## config.mk

```make
export PLATFORM = sky130hd
export DESIGN_NAME = cism_top
export DESIGN_NICKNAME = d
export VERILOG_FILES = /design/src/hdl/cism_pkg.sv /design/src/hdl/cism_debounce.sv /design/src/hdl/cism_top.sv
export SDC_FILE = /design/constraint.sdc
export NUM_CORES = 1
export LEC_CHECK = 0
export ABC_AREA = 1
export BUFFER_PORTS_ARGS = -buffer_cell sky130_fd_sc_hd__buf_4
export CAP_MARGIN = 5
export CORE_MARGIN = 10
export CORE_UTILIZATION = 61
export DETAILED_ROUTE_END_ITERATION = 12
export PLACE_DENSITY_LB_ADDON = 0.05
export SYNTH_ARGS = -nofsm -noshare
export SYNTH_HDL_FRONTEND = slang
export SYNTH_HIERARCHICAL = 1
export SYNTH_SLANG_ARGS = --single-unit
```

## constraint.sdc

```tcl
create_clock -name ref_clk -period 4.7 [get_ports ref_clk]
set_clock_uncertainty 0.15 [all_clocks]
set_input_delay 0.94 -clock ref_clk [delete_from_list [all_inputs] [get_ports ref_clk]]
set_output_delay 0.94 -clock ref_clk [all_outputs]
set_load 0.01 [all_outputs]
```

## src/hdl/cism_pkg.sv

```systemverilog
// constants, register map and address decode for the codec interrupt block
// assumes a 100 MHz ref_clk and an AXI4-Lite master with 32-bit data
package cism_pkg;

  localparam int NSRC   = 10;
  localparam int ADDR_W = 12;
  localparam int DATA_W = 32;

  ////////////////////////////////////////////////////////////////////////////
  // register indices; byte address is four times the index
  localparam logic [9:0] FLAGS_IDX = 10'h07f;
  localparam logic [9:0] MASKS_IDX = 10'h080;
  localparam logic [9:0] POL_IDX   = 10'h081;
  localparam logic [9:0] DB_IDX    = 10'h082;

  ////////////////////////////////////////////////////////////////////////////
  // bit positions, shared by flags, masks, polarity and debounce
  localparam int SUMMARY_BIT    = 10;
  localparam int BIT_BITCLK_PIN = 9;
  localparam int BIT_SEQUENCER  = 8;
  localparam int BIT_PIN_THREE  = 7;
  localparam int BIT_PIN_TWO    = 6;
  localparam int BIT_PIN_ONE    = 5;
  localparam int BIT_IN_EIGHT   = 4;
  localparam int BIT_IN_SEVEN   = 3;
  localparam int BIT_LOOP_LOCK  = 2;
  localparam int BIT_BIAS_SHORT = 1;
  localparam int BIT_BIAS_DET   = 0;

  ////////////////////////////////////////////////////////////////////////////
  // reset values
  localparam logic [NSRC-1:0] FLAGS_RST = 10'h000;
  localparam logic [NSRC-1:0] MASKS_RST = 10'h3ff;
  localparam logic [NSRC-1:0] POL_RST   = 10'h000;
  localparam logic [NSRC-1:0] DB_RST    = 10'h000;

  ////////////////////////////////////////////////////////////////////////////
  // debounce timing
  localparam int CLK_PERIOD_NS = 10;
  localparam int DB_TICK_NS    = 1000;
  localparam int DB_TICK_CYC   = (DB_TICK_NS + CLK_PERIOD_NS - 1) / CLK_PERIOD_NS;
  localparam int DB_TICKS      = 4;

  localparam logic [1:0] RESP_OKAY   = 2'h0;
  localparam logic [1:0] RESP_SLVERR = 2'h2;

  typedef enum {
    SEL_NONE,
    SEL_FLAGS,
    SEL_MASKS,
    SEL_POL,
    SEL_DB
  } cism_sel_e;

  function automatic cism_sel_e cism_decode(input logic [ADDR_W-1:0] addr);
    cism_sel_e sel;
    sel = SEL_NONE;
    if (addr[1:0] == 2'h0) begin
      case (addr[ADDR_W-1:2])
        FLAGS_IDX: sel = SEL_FLAGS;
        MASKS_IDX: sel = SEL_MASKS;
        POL_IDX:   sel = SEL_POL;
        DB_IDX:    sel = SEL_DB;
        default:   sel = SEL_NONE;
      endcase
    end
    return sel;
  endfunction

endpackage

```

## src/hdl/cism_debounce.sv

```systemverilog
// one-source debouncer, driven by a shared slow tick enable
// assumes raw is already synchronised to ref_clk
`timescale 1ns/10ps
module cism_debounce (
  input  wire logic ref_clk,
  input  wire logic resetn,
  input  wire logic tick,
  input  wire logic enable,
  input  wire logic raw,
  output logic      clean_q
);

  logic [2:0] cnt_q;

  ////////////////////////////////////////////////////////////////////////////
  // disabled: pass through with one flop of delay
  // enabled: raw must differ from clean for DB_TICKS ticks in a row
  always_ff @(posedge ref_clk) begin
    if (!resetn) begin
      clean_q <= 1'b0;
      cnt_q   <= 3'h0;
    end else if (!enable) begin
      clean_q <= raw;
      cnt_q   <= 3'h0;
    end else if (raw == clean_q) begin
      cnt_q <= 3'h0;
    end else if (tick) begin
      if (cnt_q == 3'(cism_pkg::DB_TICKS - 1)) begin
        clean_q <= raw;
        cnt_q   <= 3'h0;
      end else begin
        cnt_q <= cnt_q + 3'h1;
      end
    end
  end

endmodule

```

## src/hdl/cism_top.sv

```systemverilog
// codec interrupt flags, masks, polarity and debounce behind an AXI4-Lite slave
// assumes src_in are asynchronous levels; one write and one read at a time
//
// Summary of operation
// status bit 10 reads as OR of all ten event flags, read-only.
// flag sets on its event, stays until a 1 is written there.
// flag bits: bitclk pin 9, sequencer 8, pins 7..5, inputs 4..3, lock 2, 1, 0.
// all flags and the summary bit reset to zero.
// software ignores the sequencer flag read while the sequencer is busy.
// one mask bit per source at its flag position; 1 masks it.
// all ten mask bits reset to one, every source masked.
// loop lock mask at bit 2, bias current detect mask at bit 0.
// per-source polarity, default 0 active high, 1 triggers on opposite level.
// per-source debounce enable, default off, debounces source before flag.
// masked source still flags but does not drive the interrupt output.
//
// Added by the designer: the AXI4-Lite register port.
`timescale 1ns/10ps
module cism_top (
  input  wire logic                         ref_clk,
  input  wire logic                         resetn,
  input  wire logic [cism_pkg::NSRC-1:0]    src_in,
  input  wire logic [cism_pkg::ADDR_W-1:0]  s_axi_awaddr,
  input  wire logic                         s_axi_awvalid,
  output logic                              s_axi_awready,
  input  wire logic [cism_pkg::DATA_W-1:0]  s_axi_wdata,
  input  wire logic [3:0]                   s_axi_wstrb,
  input  wire logic                         s_axi_wvalid,
  output logic                              s_axi_wready,
  output logic [1:0]                        s_axi_bresp,
  output logic                              s_axi_bvalid,
  input  wire logic                         s_axi_bready,
  input  wire logic [cism_pkg::ADDR_W-1:0]  s_axi_araddr,
  input  wire logic                         s_axi_arvalid,
  output logic                              s_axi_arready,
  output logic [cism_pkg::DATA_W-1:0]       s_axi_rdata,
  output logic [1:0]                        s_axi_rresp,
  output logic                              s_axi_rvalid,
  input  wire logic                         s_axi_rready,
  output logic                              irq
);

  localparam int N = cism_pkg::NSRC;

  logic [N-1:0]                  sync1_q;
  logic [N-1:0]                  sync2_q;
  logic [N-1:0]                  sync3_q;
  logic [N-1:0]                  sync_q;
  logic [N-1:0]                  clean_w;
  logic [N-1:0]                  set_w;
  logic [N-1:0]                  clr_w;
  logic [N-1:0]                  flags_q;
  logic [N-1:0]                  mask_q;
  logic [N-1:0]                  pol_q;
  logic [N-1:0]                  db_q;
  logic                          irq_q;
  logic [6:0]                    tick_cnt_q;
  logic                          tick_q;
  logic                          awready_q;
  logic                          wready_q;
  logic                          aw_got_q;
  logic                          w_got_q;
  logic [cism_pkg::ADDR_W-1:0]   waddr_q;
  logic [cism_pkg::DATA_W-1:0]   wdata_q;
  logic [3:0]                    wstrb_q;
  logic                          bvalid_q;
  logic [1:0]                    bresp_q;
  logic                          arready_q;
  logic                          rvalid_q;
  logic [1:0]                    rresp_q;
  logic [cism_pkg::DATA_W-1:0]   rdata_q;
  logic                          do_write_w;
  cism_pkg::cism_sel_e           wsel_w;
  cism_pkg::cism_sel_e           rsel_w;
  logic [N-1:0]                  wbits_w;
  logic [N-1:0]                  wen_w;

  ////////////////////////////////////////////////////////////////////////////
  // three-flop synchroniser; a change counts once stages two and three agree
  always_ff @(posedge ref_clk) begin
    if (!resetn) begin
      sync1_q <= '0;
      sync2_q <= '0;
      sync3_q <= '0;
      sync_q  <= '0;
    end else begin
      sync1_q <= src_in;
      sync2_q <= sync1_q;
      sync3_q <= sync2_q;
      sync_q  <= (sync2_q & sync3_q) | (sync_q & (sync2_q ^ sync3_q));
    end
  end

  ////////////////////////////////////////////////////////////////////////////
  // slow tick shared by all debouncers
  always_ff @(posedge ref_clk) begin
    if (!resetn) begin
      tick_cnt_q <= 7'h00;
      tick_q     <= 1'b0;
    end else if (tick_cnt_q == 7'(cism_pkg::DB_TICK_CYC - 1)) begin
      tick_cnt_q <= 7'h00;
      tick_q     <= 1'b1;
    end else begin
      tick_cnt_q <= tick_cnt_q + 7'h01;
      tick_q     <= 1'b0;
    end
  end

  genvar gi;
  generate
    for (gi = 0; gi < N; gi = gi + 1) begin : g_src
      cism_debounce u_db (
        .ref_clk (ref_clk),
        .resetn  (resetn),
        .tick    (tick_q),
        .enable  (db_q[gi]),
        .raw     (sync_q[gi]),
        .clean_q (clean_w[gi])
      );
    end
  endgenerate

  // level-sensitive: a condition still active re-sets the flag after a clear
  assign set_w = clean_w ^ pol_q;

  ////////////////////////////////////////////////////////////////////////////
  // AXI4-Lite write channel; address and data accepted in either order
  assign wsel_w     = cism_pkg::cism_decode(waddr_q);
  assign do_write_w = aw_got_q && w_got_q && !bvalid_q;
  assign wen_w      = {{2{wstrb_q[1]}}, {8{wstrb_q[0]}}};
  assign wbits_w    = wdata_q[N-1:0] & wen_w;
  assign clr_w      = (do_write_w && wsel_w == cism_pkg::SEL_FLAGS) ? wbits_w : '0;

  always_ff @(posedge ref_clk) begin
    if (!resetn) begin
      awready_q <= 1'b0;
      aw_got_q  <= 1'b0;
      waddr_q   <= '0;
    end else if (s_axi_awvalid && awready_q) begin
      awready_q <= 1'b0;
      aw_got_q  <= 1'b1;
      waddr_q   <= s_axi_awaddr;
    end else if (do_write_w) begin
      aw_got_q <= 1'b0;
    end else if (!aw_got_q && !bvalid_q) begin
      awready_q <= 1'b1;
    end
  end

  always_ff @(posedge ref_clk) begin
    if (!resetn) begin
      wready_q <= 1'b0;
      w_got_q  <= 1'b0;
      wdata_q  <= '0;
      wstrb_q  <= 4'h0;
    end else if (s_axi_wvalid && wready_q) begin
      wready_q <= 1'b0;
      w_got_q  <= 1'b1;
      wdata_q  <= s_axi_wdata;
      wstrb_q  <= s_axi_wstrb;
    end else if (do_write_w) begin
      w_got_q <= 1'b0;
    end else if (!w_got_q && !bvalid_q) begin
      wready_q <= 1'b1;
    end
  end

  always_ff @(posedge ref_clk) begin
    if (!resetn) begin
      bvalid_q <= 1'b0;
      bresp_q  <= cism_pkg::RESP_OKAY;
    end else if (do_write_w) begin
      bvalid_q <= 1'b1;
      bresp_q  <= (wsel_w == cism_pkg::SEL_NONE) ? cism_pkg::RESP_SLVERR
                                                 : cism_pkg::RESP_OKAY;
    end else if (bvalid_q && s_axi_bready) begin
      bvalid_q <= 1'b0;
    end
  end

  ////////////////////////////////////////////////////////////////////////////
  // control registers, byte lanes honoured
  always_ff @(posedge ref_clk) begin
    if (!resetn) begin
      mask_q <= cism_pkg::MASKS_RST;
    end else if (do_write_w && wsel_w == cism_pkg::SEL_MASKS) begin
      mask_q <= (mask_q & ~wen_w) | wbits_w;
    end
  end

  always_ff @(posedge ref_clk) begin
    if (!resetn) begin
      pol_q <= cism_pkg::POL_RST;
    end else if (do_write_w && wsel_w == cism_pkg::SEL_POL) begin
      pol_q <= (pol_q & ~wen_w) | wbits_w;
    end
  end

  always_ff @(posedge ref_clk) begin
    if (!resetn) begin
      db_q <= cism_pkg::DB_RST;
    end else if (do_write_w && wsel_w == cism_pkg::SEL_DB) begin
      db_q <= (db_q & ~wen_w) | wbits_w;
    end
  end

  ////////////////////////////////////////////////////////////////////////////
  // sticky flags; a set in the clearing cycle wins
  always_ff @(posedge ref_clk) begin
    if (!resetn) begin
      flags_q <= cism_pkg::FLAGS_RST;
    end else begin
      flags_q <= (flags_q & ~clr_w) | set_w;
    end
  end

  always_ff @(posedge ref_clk) begin
    if (!resetn) begin
      irq_q <= 1'b0;
    end else begin
      irq_q <= |(flags_q & ~mask_q);
    end
  end

  ////////////////////////////////////////////////////////////////////////////
  // AXI4-Lite read channel
  assign rsel_w = cism_pkg::cism_decode(s_axi_araddr);

  always_ff @(posedge ref_clk) begin
    if (!resetn) begin
      arready_q <= 1'b0;
      rvalid_q  <= 1'b0;
      rresp_q   <= cism_pkg::RESP_OKAY;
      rdata_q   <= '0;
    end else if (s_axi_arvalid && arready_q) begin
      arready_q <= 1'b0;
      rvalid_q  <= 1'b1;
      rresp_q   <= cism_pkg::RESP_OKAY;
      case (rsel_w)
        cism_pkg::SEL_FLAGS: rdata_q <= {21'h0, |flags_q, flags_q};
        cism_pkg::SEL_MASKS: rdata_q <= {22'h0, mask_q};
        cism_pkg::SEL_POL:   rdata_q <= {22'h0, pol_q};
        cism_pkg::SEL_DB:    rdata_q <= {22'h0, db_q};
        default: begin
          rdata_q <= '0;
          rresp_q <= cism_pkg::RESP_SLVERR;
        end
      endcase
    end else if (rvalid_q && s_axi_rready) begin
      rvalid_q  <= 1'b0;
      arready_q <= 1'b1;
    end else if (!rvalid_q) begin
      arready_q <= 1'b1;
    end
  end

  assign s_axi_awready = awready_q;
  assign s_axi_wready  = wready_q;
  assign s_axi_bvalid  = bvalid_q;
  assign s_axi_bresp   = bresp_q;
  assign s_axi_arready = arready_q;
  assign s_axi_rvalid  = rvalid_q;
  assign s_axi_rresp   = rresp_q;
  assign s_axi_rdata   = rdata_q;
  assign irq           = irq_q;

  logic [N-1:0] hold_w;
  assign hold_w = flags_q & ~clr_w;
endmodule

```

Yosys cells after proc, flatten, opt, wreduce, memory -nomap -nowiden

Index checks and enable logic that the tools add are counted.

$add $sub $neg: 11
Eq/ne operators: 68
Multiplexer cells: 68
Bitwise logic cells: 30
Reductions and logical operators: 52

Operators by type and width:

| cell                  | count |
|---|---|
| $eq A32 B2 Y1 const B | 3 |
| $eq A32 B3 Y1 const B | 3 |
| $and A10 B10 Y10      | 8 |
| $eq A10 B8 Y1 const B | 6 |
| $mux W1               | 50 |
| $or A10 B10 Y10       | 5 |
| $pmux W11 S4          | 1 |
| $ne A2 B1 Y1 const B  | 21 |
| $mux W3               | 12 |
| $eq A32 B1 Y1 const B | 1 |
| $eq A32 B4 Y1 const B | 1 |
| $logic_not A32 Y1     | 1 |
| $add A3 B1 Y3 const B | 10 |
| $eq A3 B2 Y1 const B  | 10 |
| $not A10 Y10          | 3 |
| $reduce_and A3 Y1     | 10 |
| $reduce_or A3 Y1      | 10 |
| $pmux W3 S4           | 2 |
| $eq A10 B7 Y1 const B | 2 |
| $ne A2 B2 Y1 const B  | 10 |
| $reduce_or A10 Y1     | 2 |
| $xor A10 B10 Y10      | 2 |
| $logic_and A1 B1 Y1   | 13 |
| $not A1 Y1            | 12 |
| 11 further kinds      | 31 |

Register bits: 196
Word-level logic and storage cells: 273

Depth between registers and ports, before layout

Gate-level depths: netlist (run 1).

Depth after elaboration: 9
Mapped depth: 12

Modules after synthesis

The synthesis (run 1) kept the hierarchy.

Modules (own cells, without submodules):

| module                             | instances | cells an instance | area each (um2) | sequential area each (um2) |
|---|---|---|---|---|
| cism_top                           | 1         | 788               | 5821.8          | 2662.6 |
| cism_debounce at g_src[0].u_db ... | 9         | 32                | 214.0           | 80.1 |
| cism_debounce at g_src[9].u_db     | 1         | 29                | 198.9           | 80.1 |

Worst setup path before layout (run 1)

Ideal clock, no wire load.

Kind: input-to-reg
Start: input s_axi_araddr[11] in the netlist's numbering
End: register rdata_q, in the netlist s_axi_rdata[0]
Setup time: 0.112 ns
Arrival time: 1.819 ns
Data required time: 4.438 ns
Setup slack: 2.619 ns
Stages: 9
Buffers on the path: 1
Cells stage by stage: nor2_1 nand2_1 nor2_1 nand3_1 clkbuf_1 nand4_1 nand3_1 nand2_1 nand2_1

Longest elaborated chain between the ends: 5
Elaborated cells on any way between the ends: 11

RTL lines:

| what                                                  | RTL line        | source |
|---|---|---|
| start: declaration                                    | cism_top.sv:33  | `input wire logic [cism_pkg::ADDR_W-1:0] s_axi_araddr,` |
| $eq A10 B8 Y1 / $eq A10 B7 Y1 (equally long branches) | cism_pkg.sv:59  | `case (addr[ADDR_W-1:2])` |
| $pmux W3 S4 *                                         | cism_pkg.sv:59  |  |
| $mux W3 *                                             | cism_pkg.sv:58  | `if (addr[1:0] == 2'h0) begin` |
| $eq A32 B3 Y1, or another cell as far along           | cism_top.sv:239 | `case (rsel_w)` |
| $pmux W11 S4 *                                        | cism_top.sv:239 |  |
| end signal: assignment                                | cism_top.sv:240 | `cism_pkg::SEL_FLAGS: rdata_q <= {21'h0, \|flags_q, flags_q};` |
| end signal: assignment                                | cism_top.sv:241 | `cism_pkg::SEL_MASKS: rdata_q <= {22'h0, mask_q};` |
| end signal: assignment                                | cism_top.sv:242 | `cism_pkg::SEL_POL: rdata_q <= {22'h0, pol_q};` |
| end: declaration                                      | cism_top.sv:71  | `logic [cism_pkg::DATA_W-1:0] rdata_q;` |

Every way passes the cells marked *; elsewhere a longest branch is shown, timed or not.
A chain may end at the register's enable or synchronous reset.

==> results of run 1 <==
## power by group
| group | total, mW | leakage [nW] | internal, mW | switching, mW |
|---|---|---|---|---|
| clock network | 1.45 | 0.312 | 0.904 | 0.547 |
| logic | 0.168 | 2.48 | 0.0646 | 0.103 |
| registers | 1.53 | 1.41 | 1.50 | 0.0251 |
| total | 3.14 | 4.19 | 2.47 | 0.675 |
## placed cells by master, fill, tap and decap left out, drive strengths merged
cell type  count
o21ai         48
nor4           3
nor3           3
conb          23
ha            21
nand4         41
nor2         121
o22ai          3
clkinvlp       1
o21a           1
nand3         92
a21oi         91
clkbuf        22
buf           74
bufinv         3
nand3b         1
inv          191
o2111ai        1
nor3b          1
xnor2         11
nand2        246
dfxtp        173
clkinv         7
## layer usage
metal  GRT usage (%)  vias up  part of all wire, %  wire [um]
li1                -     3565                    -          -
met1            23.4     3012                   46       7780
met2            32.0      184                   46       7820
met3            4.52       29                  5.8        987
met4            7.74        0                  2.0        347
met5               0        -                    0          0
## worst register-to-register path, stage by stage (launching register included)
cell and delay (ns):
dfxtp_1 0.37, nand2_2 0.08, nor2_4 0.14, nand2_4 0.09
nand2_1 0.08, nand2_1 0.34, nor2_4 0.40, nand3_1 0.14
nand2_1 0.09, a21oi_1 0.05
## through the flow
step | power, mW | hold slack [ns]
after detailed placement | 1.72 | 0.249
after global routing | 3.25 | 0.279
final | 3.14 | 0.261
after global placement | 1.72 | 0.242
after CTS | 3.18 | 0.264
after floorplan | 1.67 | 0.240
## layout make-up
type	instances	area [sq um]
sequential	173	3460
inverter	192	723
timing repair buffer	74	556
clock buffer	22	494
tap	172	215
multi-input combinational	707	3510
fill	1116	3570
clock inverter	10	135
## worst max path at each step
stage / slack [ns] / cells after the start / end / startpoint
finish: 1.90 / 5 / s_axi_rresp[1] / resetn
global route: 1.66 / 5 / s_axi_rresp[1] / resetn
CTS: 1.89 / 5 / s_axi_rresp[1] / resetn
detailed placement: 1.46 / 5 / s_axi_rresp[1] / resetn
global placement: 1.51 / 4 / s_axi_arready / resetn
floorplan: 2.62 / 9 / s_axi_rdata[0] / s_axi_araddr[11]
## cells by family after synthesis
group                      after synthesis  synth area share, %
and+or+nand+nor                        508                 29.3
buffers and inverters                  247                 13.2
DFF                                    173                 43.6
AOI/OAI and AO/OA                      144                 9.34
adders and majority gates               21                 3.31
xor gates and xnor gates                11                 1.21
other                                    1               0.0472
==> summary.md, run 1 <==
| Metric | Value |
|---|---|
| Setup Crit Path Kind | `in2reg` |
| Slowest-stage cell, CP | `a21oi_1` |
| Max Buffers Root-to-Sink | `2` |
| R2R Path End | `flags_q[0]` |
| Die height | `134 um` |
| Vias | `6790` |
| Pre-CTS WS | `1.46 ns` |
| Tcrit/Tclk final | `59.5%` |
| Most common library cells after synthesis | `nand2_1 (241), inv_1 (184), dfxtp_1 (173), nor2_1 (114), a21oi_1 (88)` |
| Initial DRT Pass Iterations | `5` |
| Syn Inst Count | `1105` |
| CTS clk-pin slew, worst paths | `0.06 ns` |
| Num CTS Buffers | `17` |
| Fmax | `357 MHz` |
| Fin nets | `1263` |
| EDFF count, synth | `0` |
| Peak VDD IR | `0.221 mV` |
| Synth warn | `6` |
| Startpoint Class | `primary input` |
| Placed Cells incl. Taps | `1318` |
| P per Cell Area | `345 nW/um^2` |
| Clk_lat worst skew | `0.43 ns` |
| Mapped Area | `7950 sq um` |
| Hold path start | `sync1_q[4]` |
| Setup tns final | `0 ns` |
| Leak | `4.19 nW` |
| WL final | `16.9 mm` |
| Area growth from synthesis to layout | `14.5%` |
| Post-DRT Antenna Nets | `0` |
| Fin crit period | `2.80 ns` |
| Worst R2R Path Depth | `9` |
| Dpl hpwl | `11.9 mm` |
| Cell Area, Placed | `8470 sq um` |
| Syn avg cell area | `7.19 sq um` |
| Synth top area cells | `dfxtp_1 (44%), nand2_1 (11%), inv_1 (8.7%)` |
| Final core utilization | `71.8%` |
| Ports | `119` |
| CP max FO | `67` |
| First-pass GRT wire length | `28.7 mm` |
| CP required | `4.90 ns` |
| Via/cell ratio | `5.03` |
| Core Footprint | `12700 sq um` |
| Top-count cell post-synth | `nand2_1` |
| Worst hold path type | `reg2reg` |
| All-Layer GR Usage | `19.2%` |
| Hold Buf Count CTS | `0` |
| Max Cap Violations | `0` |
| Share of layout cells above drive strength 1 | `12.7%` |
| Library cells used by synthesis | `36` |
| Slew margin rel. | `43.6%` |
| Async set-reset flop share out of synthesis | `0%` |
| Root buf cell | `clkbuf_16` |
| GPL Wtd Cong | `0.853` |
| R2R Path Start | `waddr_q[9]` |
| CP endpoint kind | `flip-flop` |
| Delay-heaviest family, CP | `buffers and inverters` |
| Die Area | `18000 sq um` |
| Initial DRC count | `516` |
| Maximum number of pins on one net before global-route repair | `68` |
| Port Buffers | `71` |
| CP peak stage delay | `0.78 ns` |
| Worst Tran Pin Value | `0.847 ns` |
| Total grt overflow | `0` |
| WP data arrival | `2.99 ns` |
| Reg2reg setup slack | `2.64 ns` |
| Seq cells post-synth | `173` |
| Initial antenna violation count | `0` |
| Synth top area share | `43.6%` |
| Starting Density | `62.7%` |
| RSZ-0062 raised after global routing | `false` |
| Outcome | `completed` |
| DR WL/cell | `12.5 um` |
| Postcts setup bufs | `0` |
| Post-CTS Resized | `0` |
| Residual DRC count | `0` |
| Final setup fails | `0` |
| Main flop type after synthesis | `dfxtp_1` |
| Final hold vios | `0` |
| CTS Sinks | `173` |
| CTS tree | `done` |
| Non-Filler Instances | `1350` |
| Cell taking the most area after synthesis | `dfxtp_1` |
| Worst path buffer plus inverter count | `2` |
| Vias in the first global route | `6336` |
| Fin worst setup slack | `1.90 ns` |
| Row count | `41` |
| Final instance area | `9100 sq um` |
| Die width | `134 um` |
| Slew Viols, Final | `0` |
| Crit path cell chain | `buf_4 -> inv_2 -> a21oi_1 -> nand2_1 -> o21ai_0` |
| H-tree levels | `4` |
| Ant. Diodes | `0` |
| Hold Path End | `sync2_q[4]` |
| Post-synthesis sequential area ratio | `43.6%` |
| Hold depth | `2` |
(Power assumes the default switching activity.)
==> inputs of run 2 (changes only) <==
--- a/config.mk
+++ b/config.mk
@@ -9,7 +9,7 @@
 export BUFFER_PORTS_ARGS = -buffer_cell sky130_fd_sc_hd__buf_4
 export CAP_MARGIN = 5
 export CORE_MARGIN = 10
-export CORE_UTILIZATION = 61
+export CORE_UTILIZATION = 52
 export DETAILED_ROUTE_END_ITERATION = 12
 export PLACE_DENSITY_LB_ADDON = 0.05
 export SYNTH_ARGS = -nofsm -noshare
==> constraint.sdc (replaced) <==
create_clock -name ref_clk -period 2.32 [get_ports ref_clk]
set_clock_uncertainty 0.15 [all_clocks]
set_input_delay 0.464 -clock ref_clk [delete_from_list [all_inputs] [get_ports ref_clk]]
set_output_delay 0.464 -clock ref_clk [all_outputs]
set_load 0.01 [all_outputs]
==> run 2 against run 1 <==
Net effect:
- clock power up 92%
- final cell count up 2.1%
- sequential power up 100%
- critical path type is now reg2reg
==> summary.md, run 2 (same netlist as run 1, synthesis figures left out) <==
| Metric | Value |
|---|---|
| Setup Crit Path Kind | `reg2reg` |
| Worst hold path type | `in2reg` |
| Core Footprint | `15100 sq um (+19%)` |
| Ant. Diodes | `0 (unchanged)` |
| Hold path start | `src_in[3]` |
| Reg2reg setup slack | `0.51 ns (-2.13 ns)` |
| Leak | `4.24 nW (+1.1%)` |
| Setup tns final | `0 ns (unchanged)` |
| Residual DRC count | `0 (unchanged)` |
| Placed Cells incl. Taps | `1347 (+2.2%)` |
| Initial antenna violation count | `0 (unchanged)` |
| Final hold vios | `0 (unchanged)` |
| CTS Sinks | `173 (unchanged)` |
| Hold Path End | `sync1_q[3]` |
| Fillcell total | `1459 (+31%)` |
| Hold depth | `3 (+1)` |
| CP required | `2.47 ns (-2.43 ns)` |
| Fin worst setup slack | `0.513 ns (-1.39 ns)` |
| Post-CTS Resized | `0 (unchanged)` |
| Post-DRT Antenna Nets | `0 (unchanged)` |
| Dpl hpwl | `12.5 mm (+4.8%)` |
| Total grt overflow | `0 (unchanged)` |
| Most common cell after layout, fill and taps aside | `nand2_1` |
| CTS tree | `done` |
| CP endpoint kind | `flip-flop` |
| Die Area | `20600 sq um (+15%)` |
| Area growth from synthesis to layout | `15.7%` |
| Vias in the first global route | `6048 (-4.5%)` |
| Non-Filler Instances | `1379 (+2.1%)` |
| Die width | `144 um (+7.1%)` |
| Row count | `45 (+9.8%)` |
| Vias | `6683 (-1.6%)` |
| CTS clk-pin slew, worst paths | `0.06 ns (about the same)` |
| Slew margin rel. | `63.2% (+20 points)` |
| Ports | `119 (unchanged)` |
| Pre-CTS WS | `0.416 ns (-1.05 ns)` |
| Clk_lat worst skew | `0.43 ns (about the same)` |
| Fin crit period | `1.81 ns` |
| WL final | `17.1 mm (+0.91%)` |
| Slew Viols, Final | `0 (unchanged)` |
| Port Buffers | `71 (unchanged)` |
| All-Layer GR Usage | `16.8% (-2.4 points)` |
| Num CTS Buffers | `17 (unchanged)` |
| Share of layout cells above drive strength 1 | `13.3% (+0.53 points)` |
| Hold Buf Count CTS | `0 (unchanged)` |
| Die height | `144 um (+7.1%)` |
| Initial DRT Pass Iterations | `5 (unchanged)` |
| Root buf cell | `clkbuf_16` |
| Total power | `6.23 mW (+98%)` |
| RSZ-0062 raised after global routing | `false` |
| Worst Tran Pin Value | `0.551 ns (-0.295 ns)` |
| Fin nets | `1276 (+1.0%)` |
| H-tree levels | `4 (unchanged)` |
| Max Buffers Root-to-Sink | `2 (unchanged)` |
| R2R Path Start | `waddr_q[7]` |
| Final setup fails | `0 (unchanged)` |
| Peak VDD IR | `0.531 mV (+140%)` |
| WHS | `0.0701 ns (-0.191 ns)` |
| Starting Density | `52.7% (-10 points)` |
| Outcome | `completed` |
| Most frequent cells in the layout | `nand2_1 (241), inv_1 (184), dfxtp_1 (172), nor2_1 (114), a21oi_1 (88)` |
| Startpoint Class | `flip-flop` |
| First-pass GRT wire length | `28.3 mm (-1.6%)` |
| DR WL/cell | `12.4 um (-1.2%)` |
| Postcts setup bufs | `0 (unchanged)` |
| WP data arrival | `1.96 ns (-1.03 ns)` |
| GPL Wtd Cong | `0.879 (+3.0%)` |
| Fmax | `554 MHz` |
| Initial DRC count | `356 (-31%)` |
| P per Cell Area | `678 nW/um^2 (+96%)` |
| Tcrit/Tclk final | `77.9%` |
| CP max FO | `18 (-73%)` |
| Maximum number of pins on one net before global-route repair | `70 (+2.9%)` |
| Max Cap Violations | `0 (unchanged)` |
| Via/cell ratio | `4.85 (-3.6%)` |
| Worst R2R Path Depth | `10 (+1)` |
-- run 2: area by class of cell --
type                    count  area [sq um]  share of cell area, %
clock inverters             6          82.6                  0.898
repair buffers             87           678                   7.37
clock buffers              26           499                   5.43
flip-flops and latches    173          3460                   37.7
well taps                 188           235                   2.56
multi-input cells         707          3510                   38.2
inverters                 192           723                   7.86
-- run 2: through the flow --
step                      utilization [%]  instance area, sq um
after detailed placement             57.1                  8620
after global placement               57.1                  8620
after CTS                            61.0                  9200
after global routing                 61.0                  9200
after floorplan                         -                  8030
final                                61.0                  9200
-- run 2: power by group --
group | internal (mW) | switching, mW
registers | 3.04 | 0.0413
clock network | 1.70 | 1.10
logic | 0.143 | 0.218
total | 4.88 | 1.36
-- run 2: critical path: stages (launching register included) --
cell      delay [ns]
dfxtp_1         0.31
inv_1           0.07
nand2_1         0.08
nor2_4          0.13
nand2_4         0.09
nor2_8          0.12
inv_4           0.06
nor2_8          0.28
nand3b_2        0.22
nand2_1         0.11
nand3_1         0.06
-- run 2: worst max-delay path by stage --
stage | to | slack (ns) | cells past startpoint | from
after floorplan | g_src[9].u_db/clean_q | 0.32 | 3 | tick_q
after global placement | s_axi_rdata[3] | 0.42 | 10 | s_axi_araddr[11]
after detailed placement | s_axi_rdata[0] | 0.42 | 10 | s_axi_araddr[11]
after CTS | flip-flop | 0.50 | 10 | waddr_q[7]
after global routing | flip-flop | 0.33 | 10 | waddr_q[6]
final | flip-flop | 0.51 | 10 | waddr_q[7]
-- run 2: metal layers --
metal,part of all wire (%),GRT usage [%]
met5,0,0
met4,1.5,5.64
met3,4.5,3.99
met2,45,26.7
met1,49,21.9
==> inputs of run 3 (changes only) <==
==> constraint.sdc (replaced) <==
create_clock -name ref_clk -period 1.52 [get_ports ref_clk]
set_clock_uncertainty 0.15 [all_clocks]
set_input_delay 0.304 -clock ref_clk [delete_from_list [all_inputs] [get_ports ref_clk]]
set_output_delay 0.304 -clock ref_clk [all_outputs]
set_load 0.01 [all_outputs]
==> run 3 against run 2 <==
Net effect:
- largest cell class unchanged
- core utilization up 5.7 points
- worst setup slack worse by 0.69 ns
- the run now ends with setup timing left
- critical path type unchanged
- via count is 4.3% higher
- highest routed layer unchanged
==> summary.md, run 3 (same netlist as run 1, synthesis figures left out) <==
| Metric | Value |
|---|---|
| Outcome | `complete, but fails checks` |
| Failing checks | `setup timing` |
| Maximum number of pins on one net before global-route repair | `71 (+1.4%)` |
| Most frequent cells in the layout | `nand2_1 (226), inv_1 (179), dfxtp_1 (160), buf_4 (110), nor2_1 (109)` |
| DR WL/cell | `12.7 um (+2.8%)` |
| Crit path cell chain | `inv_2 -> nand2_2 -> nor2_4 -> nand2_4 -> nor2_8 -> inv_6 -> nor2_8 -> nand3_4 -> nand2_1 -> inv_1 -> nor2_1` |
| Leak | `4.61 nW (+8.9%)` |
| Max Cap Violations | `0 (unchanged)` |
| WL final | `18.3 mm (+7.3%)` |
| Share of layout cells above drive strength 1 | `20.3% (+7.0 points)` |
| Setup tns final | `-2.91 ns (-2.91 ns)` |
| CTS tree | `done` |
| Peak VDD IR | `0.821 mV (+55%)` |
| Pre-CTS WS | `-0.235 ns (-0.651 ns)` |
| CP max FO | `8 (-10)` |
| CP required | `1.72 ns (-0.75 ns)` |
| Slew Viols, Final | `0 (unchanged)` |
| Worst hold path type | `in2reg` |
| Setup Crit Path Kind | `reg2reg` |
| Fin crit period | `1.69 ns (-0.112 ns)` |
| Vias in the first global route | `6464 (+6.9%)` |
| Max Buffers Root-to-Sink | `2 (unchanged)` |
| H-tree levels | `4 (unchanged)` |
| Core Footprint | `15100 sq um (unchanged)` |
| P per Cell Area | `987 nW/um^2 (+46%)` |
| All-Layer GR Usage | `18.0% (+1.2 points)` |
| WP data arrival | `1.89 ns (-0.07 ns)` |
| Tcrit/Tclk final | `111% (+34 points)` |
| Startpoint Class | `flip-flop` |
| Die Area | `20600 sq um (unchanged)` |
| Fmax | `590 MHz (+6.6%)` |
| Final hold vios | `0 (unchanged)` |
| Initial DRT Pass Iterations | `5 (unchanged)` |
| Via/cell ratio | `4.84 (about the same)` |
| Ports | `119 (unchanged)` |
| Delay-heaviest family, CP | `simple AND/OR/NAND/NOR gates` |
| Die height | `144 um (unchanged)` |
| Worst path buffer plus inverter count | `3 (+1)` |
| Port Buffers | `71 (unchanged)` |
| Residual DRC count | `0 (unchanged)` |
| CP endpoint kind | `flip-flop` |
| Starting Density | `52.7% (unchanged)` |
| Slowest-stage cell, CP | `dfxtp_2` |
| Cell mode on critical path | `nor2_8` |
| Die width | `144 um (unchanged)` |
| GPL Wtd Cong | `0.883 (+0.47%)` |
| CP peak stage delay | `0.32 ns (about the same)` |
| RSZ-0062 raised after global routing | `true` |
| CTS Sinks | `173 (unchanged)` |
| Fin worst setup slack | `-0.174 ns (-0.688 ns)` |
| Dpl hpwl | `12.9 mm (+3.8%)` |
| Fillcell total | `1361 (-6.7%)` |
| CTS clk-pin slew, worst paths | `0.06 ns (about the same)` |
| Root buf cell | `clkbuf_16` |
| Total grt overflow | `0 (unchanged)` |
| First-pass GRT wire length | `30.3 mm (+7.1%)` |
| Initial DRC count | `321 (-9.8%)` |
| Post-DRT Antenna Nets | `0 (unchanged)` |
| Vias | `6968 (+4.3%)` |
| Ant. Diodes | `0 (unchanged)` |
| Initial antenna violation count | `0 (unchanged)` |
| Num CTS Buffers | `17 (unchanged)` |
| Clk_lat worst skew | `0.42 ns (about the same)` |
| WHS | `0.0126 ns (-0.0574 ns)` |
| Row count | `45 (unchanged)` |
| Area growth from synthesis to layout | `26.6%` |
| Final setup fails | `32 (+32)` |
| Total power | `9.93 mW (+59%)` |
| Most common cell after layout, fill and taps aside | `nand2_1` |
| Fin nets | `1336 (+4.7%)` |
run 3: final timing paths:
check	startpoint	end	slack, ns	cells after the start
max reg2reg	waddr_q[8]	flip-flop	-0.17	11
min	s_axi_awaddr[7]	waddr_q[7]	0.01	3
min reg2reg	sync1_q[5]	sync2_q[5]	0.26	2
max	waddr_q[8]	flip-flop	-0.17	11
run 3: final cells by class:
cell class | count | area, sq um | area share, %
Multi-Input combinational cell | 708 | 3710 | 36.8
Sequential cell | 173 | 3480 | 34.6
Timing Repair Buffer | 145 | 1290 | 12.8
Inverter | 192 | 729 | 7.25
Clock buffer | 27 | 513 | 5.10
Tap cell | 188 | 235 | 2.34
Clock inverter | 5 | 103 | 1.02
Timing Repair inverter | 1 | 7.51 | 0.0746
run 3: per-layer routing:
| metal | track usage [%] | part of all wire (%) | up-vias |
|---|---|---|---|
| li1 | - | - | 3720 |
| met1 | 22.6 | 46 | 3089 |
| met2 | 29.6 | 48 | 144 |
| met3 | 4.46 | 4.8 | 15 |
| met4 | 5.53 | 1.1 | 0 |
| met5 | 0 | 0 | - |
run 3: worst reg2reg max path, delay by kind of cell (launching register included):
| family | cells | cell delay, ns |
|---|---|---|
| flip-flops | 1 | 0.32 |
| AND/OR/NAND/NOR | 8 | 0.99 |
| buffers and inverters | 3 | 0.16 |
run 3: power breakdown:
| group | internal (mW) | switching, mW | total, mW |
|---|---|---|---|
| combinational | 0.334 | 0.378 | 0.712 |
| sequential | 4.65 | 0.0725 | 4.72 |
| clock | 2.81 | 1.69 | 4.50 |
| total | 7.78 | 2.14 | 9.93 |
run 3: repair_timing:
| action | 4_1_cts | 5_1_grt |
|---|---|---|
| pin swaps | 27 | 20 |
| gates resized for setup | 39 | 37 |
| hold buffers | 18 | 0 |
| setup endpoints to repair | 48 | 54 |
| buffers inserted | 5 | 2 |
| hold endpoints to repair | 18 | 0 |
| gates cloned | 2 | 1 |
run 3: metrics by stage:
stage,cell area [sq um],util [%],std cells
2_1_floorplan,8030,-,1127
3_3_place_gp,8920,59.1,1379
3_5_place_dp,8920,59.1,1379
4_1_cts,9900,65.6,1436
5_1_grt,10100,66.7,1439
6_report,10100,66.7,1439
